## src/verilog/srd_pkg.sv

```systemverilog
/*
  Shared constants and types of the serial reply delay block: register map,
  reset values, error codes and time base.
  Assumes a 50 MHz system clock and a 32-bit APB register bus.
*/
package srd_pkg;

  // Clock and time base
  localparam int unsigned CLK_PERIOD_NS  = 20;
  localparam int unsigned TICK_PERIOD_NS = 1_000_000;  // One millisecond
  localparam int unsigned TICK_CYCLES    = TICK_PERIOD_NS / CLK_PERIOD_NS;

  // Widths
  localparam int unsigned DELAY_W = 16;
  localparam int unsigned ADDR_W  = 8;

  // Register byte offsets
  localparam logic [7:0] CTRL_OFS      = 8'h00;
  localparam logic [7:0] DELAY_OFS     = 8'h04;
  localparam logic [7:0] STATUS_OFS    = 8'h08;
  localparam logic [7:0] ERRCODE_OFS   = 8'h0C;
  localparam logic [7:0] APPLIED_OFS   = 8'h10;
  localparam logic [7:0] IRQ_STAT_OFS  = 8'h14;
  localparam logic [7:0] IRQ_MASK_OFS  = 8'h18;

  // Field positions
  localparam int unsigned CTRL_EXEC_BIT = 0;

  // Reset values
  localparam logic [15:0] DELAY_RST    = 16'h0000;
  localparam logic [2:0]  IRQ_MASK_RST = 3'h0;

  // Error codes (zero means no error)
  localparam logic [15:0] ERR_NONE = 16'h0000;
  localparam logic [15:0] ERR_BUSY = 16'h0001;  // Apply refused during a wait

  // Sticky interrupt events
  typedef struct packed {
    logic elapsed;  // Turnaround wait finished
    logic error;    // Operation failed
    logic done;     // Delay applied
  } srd_irq_t;

  // Operation state
  typedef enum logic [2:0] {
    ST_IDLE  = 3'b001,
    ST_DONE  = 3'b010,
    ST_ERROR = 3'b100
  } srd_op_state_t;

endpackage : srd_pkg

```

## src/verilog/srd_ms_timer.sv

```systemverilog
/*
  Millisecond turnaround timer: a divider makes a one-cycle tick every
  TICK_CYCLES clocks, and a down counter counts the loaded milliseconds.
  Assumes start is a one-cycle pulse in the pclk domain.
*/
`timescale 1ns/100ps
`default_nettype none
module srd_ms_timer
  import srd_pkg::*;
#(
  parameter int unsigned TICKS = TICK_CYCLES,
  parameter int unsigned CNT_W = DELAY_W
) (
  // Clock and reset
  input  wire logic             pclk,
  input  wire logic             presetn,
  // Control
  input  wire logic             start,
  input  wire logic [CNT_W-1:0] load,
  // Status
  output logic                  busy,
  output logic                  expired
);
  localparam int unsigned DIV_W = (TICKS > 1) ? $clog2(TICKS) : 1;
  localparam logic [DIV_W-1:0] DIV_LAST = DIV_W'(TICKS - 1);

  logic [DIV_W-1:0] div_q;
  logic [CNT_W-1:0] cnt_q;
  logic             busy_q;
  logic             exp_q;
  logic             tick;

  assign tick    = busy_q && (div_q == DIV_LAST);
  assign busy    = busy_q;
  assign expired = exp_q;

  // Tick divider, restarted with each wait
  always_ff @(posedge pclk or negedge presetn) begin
    if (!presetn) begin
      div_q <= '0;
    end else if (start || tick || !busy_q) begin
      div_q <= '0;
    end else begin
      div_q <= div_q + DIV_W'(1);
    end
  end

  // Millisecond down counter; zero load adds no wait
  always_ff @(posedge pclk or negedge presetn) begin
    if (!presetn) begin
      cnt_q  <= '0;
      busy_q <= 1'b0;
      exp_q  <= 1'b0;
    end else begin
      exp_q <= 1'b0;
      if (start) begin
        cnt_q  <= load;  // RULE9
        busy_q <= (load != '0);  // RULE9
      end else if (tick) begin
        cnt_q <= cnt_q - CNT_W'(1);
        if (cnt_q == CNT_W'(1)) begin
          busy_q <= 1'b0;
          exp_q  <= 1'b1;
        end
      end
    end
  end

  // No tick on the cycle right after a tick, for TICKS above one
  property p_tick_gap;
    @(posedge pclk) disable iff (!presetn)
    tick && (TICKS > 1) |=> !tick;
  endproperty
  a_tick_gap: assert property (p_tick_gap) else $error("tick repeated on next cycle"); // RULE9

  // Counter steps down by one on each tick
  property p_count_step;
    @(posedge pclk) disable iff (!presetn)
    tick && !start |=> cnt_q == $past(cnt_q) - CNT_W'(1);
  endproperty
  a_count_step: assert property (p_count_step) else $error("counter did not step on tick"); // RULE9

endmodule : srd_ms_timer
`default_nettype wire

```

## src/verilog/srd_reply_delay.sv

```systemverilog
/*
  Serial reply delay controller: an APB-programmed turnaround delay that
  holds back the serial port's next transmission after a received message.
  Assumes the serial port pulses rx_msg_done once per complete received
  message and starts a transmission only while tx_start_ok is high.
*/
// Added by the designer: the APB slave port and the placing of the registers.
//
// Function
// RULE1: An operation starts only on a low-to-high edge of the execute bit.
// RULE2: Delay 0..65535 ms, default zero, captured when execute rises.
// RULE3: Done rises once applied, cleared when execute falls.
// RULE4: Error rises on failure or illegal input, cleared when execute falls.
// RULE5: While error is set, a matching error code is shown.
// RULE6: The delay applies in master and slave roles alike.
// RULE7: As master, the next message waits the full delay after a response.
// RULE8: As slave, the reply waits the full delay after the request.
// RULE9: A millisecond tick counter times the wait; zero adds no wait.
`timescale 1ns/100ps
`default_nettype none
module srd_reply_delay
  import srd_pkg::*;
#(
  parameter int unsigned TICKS = TICK_CYCLES
) (
  // Clock and reset
  input  wire logic              pclk,
  input  wire logic              presetn,
  // APB slave
  input  wire logic              psel,
  input  wire logic              penable,
  input  wire logic              pwrite,
  input  wire logic [ADDR_W-1:0] paddr,
  input  wire logic [31:0]       pwdata,
  output logic [31:0]            prdata,
  output logic                   pready,
  output logic                   pslverr,
  // Serial port
  input  wire logic              rx_msg_done,
  input  wire logic              tx_start_req,
  output logic                   tx_start_ok,
  // Interrupt
  output logic                   irq
);

  logic                 exec_q;
  logic                 exec_prev_q;
  logic [DELAY_W-1:0]   delay_set_q;
  logic [DELAY_W-1:0]   applied_q;
  logic [15:0]          err_code_q;
  srd_op_state_t        op_q;
  srd_irq_t             irq_stat_q;
  srd_irq_t             irq_mask_q;
  srd_irq_t             irq_set;
  logic [31:0]          prdata_q;
  logic                 pslverr_d;
  logic                 wr_en;
  logic                 rd_en;
  logic                 addr_ok;
  logic                 exec_rise;
  logic                 exec_fall;
  logic                 apply_ok;
  logic                 apply_bad;
  logic                 wait_busy;
  logic                 wait_exp;
  logic                 done;
  logic                 error;

  // APB access decode; zero wait states
  assign wr_en   = psel && penable && pwrite;
  assign rd_en   = psel && penable && !pwrite;
  assign pready  = 1'b1;
  assign prdata  = prdata_q;
  assign pslverr = psel && penable && pslverr_d;

  // Mapped offsets
  always_comb begin
    case (paddr)
      CTRL_OFS, DELAY_OFS, STATUS_OFS, ERRCODE_OFS,
      APPLIED_OFS, IRQ_STAT_OFS, IRQ_MASK_OFS: addr_ok = 1'b1;
      default:                                 addr_ok = 1'b0;
    endcase
    pslverr_d = !addr_ok;
  end

  // Control register writes
  always_ff @(posedge pclk or negedge presetn) begin
    if (!presetn) begin
      exec_q      <= 1'b0;
      delay_set_q <= DELAY_RST;  // RULE2
      irq_mask_q  <= IRQ_MASK_RST;
    end else if (wr_en) begin
      case (paddr)
        CTRL_OFS:     exec_q      <= pwdata[CTRL_EXEC_BIT];
        DELAY_OFS:    delay_set_q <= pwdata[DELAY_W-1:0];  // RULE2
        IRQ_MASK_OFS: irq_mask_q  <= pwdata[2:0];
        default:      exec_q      <= exec_q;
      endcase
    end
  end

  // Execute edge detection
  always_ff @(posedge pclk or negedge presetn) begin
    if (!presetn) begin
      exec_prev_q <= 1'b0;
    end else begin
      exec_prev_q <= exec_q;
    end
  end

  assign exec_rise = exec_q && !exec_prev_q;  // RULE1
  assign exec_fall = !exec_q && exec_prev_q;

  // Applying while a turnaround wait runs is refused
  assign apply_ok  = exec_rise && !wait_busy;
  assign apply_bad = exec_rise && wait_busy;

  // Capture of the delay value at the execute edge
  always_ff @(posedge pclk or negedge presetn) begin
    if (!presetn) begin
      applied_q <= DELAY_RST;
    end else if (apply_ok) begin
      applied_q <= delay_set_q;  // RULE2
    end
  end

  // Operation state: done or error until execute falls
  always_ff @(posedge pclk or negedge presetn) begin
    if (!presetn) begin
      op_q <= ST_IDLE;
    end else begin
      case (op_q)
        ST_IDLE: begin
          if (apply_ok) begin
            op_q <= ST_DONE;  // RULE3
          end else if (apply_bad) begin
            op_q <= ST_ERROR;  // RULE4
          end
        end
        ST_DONE: begin
          if (exec_fall) begin
            op_q <= ST_IDLE;  // RULE3
          end
        end
        ST_ERROR: begin
          if (exec_fall) begin
            op_q <= ST_IDLE;  // RULE4
          end
        end
        default: op_q <= ST_IDLE;
      endcase
    end
  end

  assign done  = (op_q == ST_DONE);
  assign error = (op_q == ST_ERROR);

  // Error code follows the error flag
  always_ff @(posedge pclk or negedge presetn) begin
    if (!presetn) begin
      err_code_q <= ERR_NONE;
    end else if (apply_bad && op_q == ST_IDLE) begin
      err_code_q <= ERR_BUSY;  // RULE5
    end else if (exec_fall) begin
      err_code_q <= ERR_NONE;
    end
  end

  // Turnaround timer, restarted by each received message in either role
  srd_ms_timer #(
    .TICKS (TICKS),
    .CNT_W (DELAY_W)
  ) u_timer (
    .pclk    (pclk),
    .presetn (presetn),
    .start   (rx_msg_done),  // RULE6
    .load    (applied_q),
    .busy    (wait_busy),
    .expired (wait_exp)
  );

  // Transmit gate: no new message or reply while waiting
  assign tx_start_ok = !wait_busy && !rx_msg_done;  // RULE7 RULE8

  // Sticky interrupt status; set wins over clear-on-read
  always_comb begin
    irq_set         = '0;
    irq_set.done    = apply_ok;
    irq_set.error   = apply_bad && op_q == ST_IDLE;
    irq_set.elapsed = wait_exp;
  end

  always_ff @(posedge pclk or negedge presetn) begin
    if (!presetn) begin
      irq_stat_q <= '0;
    end else if (rd_en && paddr == IRQ_STAT_OFS) begin
      // Clears only reported bits; an event at the setup edge survives
      irq_stat_q <= (irq_stat_q & ~prdata_q[2:0]) | irq_set;
    end else begin
      irq_stat_q <= irq_stat_q | irq_set;
    end
  end

  assign irq = |(irq_stat_q & irq_mask_q);

  // Read data register
  always_ff @(posedge pclk or negedge presetn) begin
    if (!presetn) begin
      prdata_q <= 32'h0000_0000;
    end else if (psel && !penable && !pwrite) begin
      case (paddr)
        CTRL_OFS:     prdata_q <= {31'h0000_0000, exec_q};
        DELAY_OFS:    prdata_q <= {16'h0000, delay_set_q};
        STATUS_OFS:   prdata_q <= {28'h000_0000, tx_start_ok, wait_busy, error, done};
        ERRCODE_OFS:  prdata_q <= {16'h0000, err_code_q};
        APPLIED_OFS:  prdata_q <= {16'h0000, applied_q};
        IRQ_STAT_OFS: prdata_q <= {29'h0000_0000, irq_stat_q};
        IRQ_MASK_OFS: prdata_q <= {29'h0000_0000, irq_mask_q};
        default:      prdata_q <= 32'h0000_0000;
      endcase
    end
  end

  // Done only after a rising execute edge
  property p_done_cause;
    @(posedge pclk) disable iff (!presetn)
    $rose(done) |-> $past(exec_rise) && !$past(wait_busy);
  endproperty
  a_done_cause: assert property (p_done_cause) else $error("done rose without execute edge"); // RULE1

  // Captured delay equals the setting at the edge
  property p_capture;
    @(posedge pclk) disable iff (!presetn)
    apply_ok |=> applied_q == $past(delay_set_q);
  endproperty
  a_capture: assert property (p_capture) else $error("delay not captured at execute edge"); // RULE2

  // Done and error drop one cycle after execute falls
  property p_flags_clear;
    @(posedge pclk) disable iff (!presetn)
    exec_fall |=> !done && !error;
  endproperty
  a_flags_clear: assert property (p_flags_clear) else $error("flags not cleared by execute fall"); // RULE3

  // Refused apply raises error on the next cycle
  property p_error_set;
    @(posedge pclk) disable iff (!presetn)
    apply_bad && op_q == ST_IDLE |=> error;
  endproperty
  a_error_set: assert property (p_error_set) else $error("refused apply did not raise error"); // RULE4

  // Error code is ERR_BUSY whenever error is set
  property p_code_match;
    @(posedge pclk) disable iff (!presetn)
    error |-> err_code_q == ERR_BUSY;
  endproperty
  a_code_match: assert property (p_code_match) else $error("error code missing while error set"); // RULE5

  // A received message with nonzero delay blocks transmit in its own cycle and the next two
  property p_hold_after_rx;
    @(posedge pclk) disable iff (!presetn)
    rx_msg_done && applied_q != 16'h0000 |-> !tx_start_ok ##1 !tx_start_ok [*2];
  endproperty
  a_hold_after_rx: assert property (p_hold_after_rx) else $error("transmit allowed during wait"); // RULE7

  // Zero delay releases transmit one cycle after the received message
  property p_zero_delay;
    @(posedge pclk) disable iff (!presetn)
    rx_msg_done && applied_q == 16'h0000 |=> tx_start_ok || rx_msg_done;
  endproperty
  a_zero_delay: assert property (p_zero_delay) else $error("zero delay still held transmit"); // RULE9

  // A wait not cut by a new message ends only at expiry
  property p_no_early_release;
    @(posedge pclk) disable iff (!presetn)
    $fell(wait_busy) && !$past(rx_msg_done) |-> wait_exp ##0 $past(wait_busy, 2);
  endproperty
  a_no_early_release: assert property (p_no_early_release) else $error("wait ended without expiry"); // RULE8

  // A new event is latched even during a status read
  property p_irq_set_wins;
    @(posedge pclk) disable iff (!presetn)
    (|irq_set) |=> (irq_stat_q & $past(irq_set)) == $past(irq_set);
  endproperty
  a_irq_set_wins: assert property (p_irq_set_wins) else $error("interrupt event lost");

  // Status bits drop only through a status read
  property p_irq_keep;
    @(posedge pclk) disable iff (!presetn)
    !(rd_en && paddr == IRQ_STAT_OFS) |=> (irq_stat_q & $past(irq_stat_q)) == $past(irq_stat_q);
  endproperty
  a_irq_keep: assert property (p_irq_keep) else $error("status bit dropped without read");

  // A status read clears only the bits it reported
  property p_read_clear;
    @(posedge pclk) disable iff (!presetn)
    rd_en && paddr == IRQ_STAT_OFS |=> ($past(irq_stat_q) & ~irq_stat_q & ~prdata_q[2:0]) == 3'h0;
  endproperty
  a_read_clear: assert property (p_read_clear) else $error("unreported status bit cleared");

  // Error code returns to none when execute falls
  property p_code_clear;
    @(posedge pclk) disable iff (!presetn)
    exec_fall |=> err_code_q == ERR_NONE;
  endproperty
  a_code_clear: assert property (p_code_clear) else $error("error code kept after execute fall"); // RULE5

  // A refused apply leaves the delay in use untouched
  property p_refuse_keeps;
    @(posedge pclk) disable iff (!presetn)
    apply_bad |=> applied_q == $past(applied_q);
  endproperty
  a_refuse_keeps: assert property (p_refuse_keeps) else $error("refused apply changed delay"); // RULE4

  // A received message with nonzero delay arms the wait
  property p_rx_arms;
    @(posedge pclk) disable iff (!presetn)
    rx_msg_done && applied_q != 16'h0000 |=> wait_busy;
  endproperty
  a_rx_arms: assert property (p_rx_arms) else $error("received message did not arm wait"); // RULE8

  // A wait only starts from a received message with nonzero delay
  property p_busy_cause;
    @(posedge pclk) disable iff (!presetn)
    $rose(wait_busy) |-> $past(rx_msg_done) && $past(applied_q) != 16'h0000;
  endproperty
  a_busy_cause: assert property (p_busy_cause) else $error("wait started without cause"); // RULE9

  // A held execute bit starts no new operation
  property p_no_retrigger;
    @(posedge pclk) disable iff (!presetn)
    exec_q && exec_prev_q |=> op_q == $past(op_q);
  endproperty
  a_no_retrigger: assert property (p_no_retrigger) else $error("operation changed without edge"); // RULE1

  // Expiry frees the transmitter at once
  property p_expire_frees;
    @(posedge pclk) disable iff (!presetn)
    wait_exp |-> tx_start_ok || rx_msg_done;
  endproperty
  a_expire_frees: assert property (p_expire_frees) else $error("transmit held after expiry"); // RULE7

  // Main scenarios
  c_apply: cover property (@(posedge pclk) disable iff (!presetn) apply_ok ##1 done);
  c_refuse: cover property (@(posedge pclk) disable iff (!presetn) apply_bad ##1 error);
  c_wait_held: cover property (@(posedge pclk) disable iff (!presetn)
    wait_busy && tx_start_req ##1 wait_exp);
  c_irq: cover property (@(posedge pclk) disable iff (!presetn) $rose(irq));
  c_zero_wait: cover property (@(posedge pclk) disable iff (!presetn) rx_msg_done && applied_q == 16'h0000);

endmodule : srd_reply_delay
`default_nettype wire
```

## config.mk

```make
export PLATFORM = sky130hd
export DESIGN_NAME = srd_reply_delay
export DESIGN_NICKNAME = d
export VERILOG_FILES = /design/src/verilog/srd_pkg.sv /design/src/verilog/srd_ms_timer.sv /design/src/verilog/srd_reply_delay.sv
export SDC_FILE = /design/constraint.sdc
export NUM_CORES = 1
export LEC_CHECK = 0
export BUFFER_PORTS_ARGS = -buffer_cell sky130_fd_sc_hd__buf_2
export CAP_MARGIN = 20
export CORE_UTILIZATION = 50
export CTS_BUF_LIST = sky130_fd_sc_hd__clkbuf_8
export DETAILED_ROUTE_END_ITERATION = 10
export PLACE_DENSITY = 0.76
export SYNTH_ARGS = -nofsm -noshare
export SYNTH_HDL_FRONTEND = slang
export SYNTH_SLANG_ARGS = --single-unit
```

## constraint.sdc

```tcl
create_clock -name pclk -period 4.5 [get_ports pclk]
set_input_delay 0.225 -clock pclk [delete_from_list [all_inputs] [get_ports pclk]]
set_output_delay 0.225 -clock pclk [all_outputs]
set_load 0.02 [all_outputs]
```

==> impl_metrics.csv <==
group,metric,value,unit
sta,worst_pin_slew,0.871,ns
finish,seq_area,2350,um^2
synthesis,yosysWarnings,0,
run_status,status,"finished, final reports clean",
clock_network,cts_resized,0,
drt,first_iter_violations,199,
worst_setup_path,critPathMaxFanout,24,
synthesis,synth_edf_count,0,
sta,tns,0,ns
drt,drcViolationCount,0,
finish,layout-drive-gt1-share,0.244,
finish,final_core_util,0.567,
clock_network,ctsRootBufferMaster,"clkbuf_8",
synthesis,synth_area_leaders,"dfrtp_1, mux2_2, nor2_1, buf_4, o31ai_1",
synthesis,muxShareOfSynthArea,0.0947,
synthesis,synth.cell_area,4710,um^2
synthesis,synth_xor_xnor_area_share,0.0223,
drt,route.detailed.wl_per_inst,16.4,um
die,start_util,0.513,
placed_design,io_buffers,48,
clock_network,clk_path_buf_depth,2,
worst_setup_path,critPathLaunchType,"register",
power_and_ir_drop,p_per_area,318,nW/um^2
finish,syn2layout_area_growth,10.6,%
clock_network,h-tree-depth,3,
power_and_ir_drop,p_leak,2.32,nW
synthesis,netlist-cell-type-count,58,
clock_network,cts_tree,"built",
synthesis,ys_async_sr_fraction,1.00,
power_and_ir_drop,ir_drop,170,uV
die,io-pin-count,83,
synthesis,ys_seq_area_frac,0.499,
synthesis,synth_top_family_by_area,"simple AND/OR/NAND/NOR gates",
hold_path,hold_path_class,"input pin to register",
worst_setup_path,slowest_stage,"or4_2",
worst_setup_path,path_cells,"nor4b_1, nand4bb_1, or4_2, a31oi_1",
global_routing,grt.overflow.total,0,
die,dieArea,9820,um^2
drt,drt-pass1-iter-count,7,
sta,fmax,357,MHz
sta,setup_violations,0,
sta,drv_slew,0,
worst_setup_path,cp_num_buf_inv,0,
global_routing,grt_start_max_net_pins,56,
drt,drt_wl_total,9.95,mm
die,die_height,99.1,um
finish,fillers,794,
worst_setup_path,arrival,3.08,ns
synthesis,synth_compound_area_frac,0.129,
drt,drtAntennaViolNets,0,
synthesis,yosys.area.top_type_share,0.494,
synthesis,synth_ff_type,"dfrtp_1",
clock_network,cts_made_buffers,9,
clock_network,insertion_delay,0.37,ns
synthesis,synth_adder_area_share,0.00796,
sta,clock_skew,0.0166,ns
synthesis,ys_ff_latch,94,
worst_setup_path,path_delay_family,"simple AND/OR/NAND/NOR gates",
sta,post-route-period-util,0.622,
sta,rsz0062_at_grt,"false",
placed_design,dp_hpwl,6.93,mm
finish,final_nets,540,
drt,num_vias,3607,
sta,layout_min_cycle_time,2.80,ns
finish,n_antenna_cell,0,
drt,vias_per_cell,5.95,
global_routing,antenna_found_initial,0,
synthesis,syn_area_per_cell,10.5,um^2
worst_setup_path,crit_path_end_kind,"register",
finish,multi_input_area,2170,um^2
global_routing,first_global_vias,3530,
die,fp.dieW,99.1,um
synthesis,synthSimpleGateAreaFrac,0.193,
die,rows,35,
die,core_area,9200,um^2
clock_network,cts_setup_buffers,0,
worst_setup_path,crit_type,"register to register",
sta,relSlewSlack,0.419,
clock_network,clock-sinks,94,
placed_design,place_congestion,0.824,
clock_network,clkTransAtPathRegs,0.11,ns
synthesis,synth_cells,451,
job,maxCapViolations,0,
sta,hold_violations,0,
synthesis,synth_most_common_cell,"dfrtp_1",
global_routing,track_usage,0.217,
synthesis,yosys-top-cells-count,"dfrtp_1, mux2_2, nor2_1",
synthesis,yosysTopAreaCell,"dfrtp_1",
worst_setup_path,critPathMaxStageDelay,0.86,ns
global_routing,grt_pass1_wl,17.1,mm
worst_setup_path,cp.required,4.78,ns
-- cell type report --
| cell class | count | share of cell area |
|---|---|---|
| flip-flops and latches | 94 | 0.451 |
| multi-input cells | 323 | 0.417 |
| repair buffers | 52 | 0.0528 |
| well taps | 111 | 0.0266 |
| clock buffers | 9 | 0.0237 |
| clock inverters | 7 | 0.0218 |
| inverters | 10 | 0.00720 |
-- timing repair --
action                     4_1_cts  5_1_grt
setup endpoints to repair        0        0
hold endpoints to repair        39        0
hold buffers                     1        0
-- stage by stage --
stage	instances	setup WS, ns	hold slack [ns]	area (um^2)	total power, mW
2_1_floorplan	466	2.27	-0.0706	4770	0.976
3_3_place_gp	589	1.82	0.224	4970	1.01
3_5_place_dp	589	1.75	0.233	4970	1.02
4_1_cts	606	1.72	0.0714	5220	1.67
5_1_grt	606	1.39	0.0620	5220	1.72
6_report	606	1.70	0.0743	5220	1.66
-- worst reg2reg max path, cell delays in order (launching register included) --
cell	delay (ns)
dfrtp_1	0.44
nor4b_1	0.50
nand4bb_1	0.74
or4_2	0.87
a31oi_1	0.18
-- power breakdown --
part           internal [mW]  switching (mW)  total (mW)
logic                 0.0426          0.0774       0.120
registers              0.862          0.0206       0.882
clock network          0.328           0.328       0.656
total                   1.23           0.426        1.66
-- path summary, 6_finish.rpt --
| path | depth (start not counted) | end | slack [ns] | from |
|---|---|---|---|---|
| min reg2reg | 1 | irq_stat_q[2] | 0.44 | u_timer.expired |
| max in group asynchronous | 3 | delay_set_q[2] | 3.05 | presetn |
| max reg2reg | 4 | u_timer.cnt_q[4] | 1.70 | u_timer.div_q[5] |
| min in group asynchronous | 2 | delay_set_q[13] | 0.37 | presetn |
| min | 2 | delay_set_q[9] | 0.07 | pwdata[9] |
| max | 4 | u_timer.cnt_q[4] | 1.70 | u_timer.div_q[5] |
-- cell families after synthesis --
family	Yosys count
and+or+nand+nor	160
DFF	94
AOI/OAI and AO/OA	91
buffers and inverters	49
muxes	40
xor gates and xnor gates	12
adders and majority gates	3
other	2
-- layer usage --
layer / GRT usage / part of all wire / wire length (um) / up-vias
met2: 0.369 / 0.49 / 4890 / 113
met4: 0.0566 / 0.013 / 127 / 0
met5: 0 / 0 / 0 / -
li1: - / - / - / 1712
met1: 0.289 / 0.45 / 4510 / 1770
met3: 0.0394 / 0.042 / 417 / 12
-- registers in the layout, summed over array words and instances, names as in the netlist --
register         cells
u_timer.busy         1
err_code_q           1
u_timer.div_q       16
prdata              16
delay_set_q         16
applied_q           16
exec_prev_q          1
u_timer.cnt_q       16
exec_q               1
op_q                 3
u_timer.expired      1
irq_stat_q           3
irq_mask_q           3
-- placed cells by master, fill, tap and decap left out, drive strengths merged, types with 15 or more instances in the layout --
cell type / count
dfrtp: 93
buf: 51
nor2: 37
mux2: 37
nand2: 24
o21ai: 22
or4: 19
conb: 17
a31oi: 16
o31ai: 15
No activity file was read; power rests on OpenSTA's default activity.
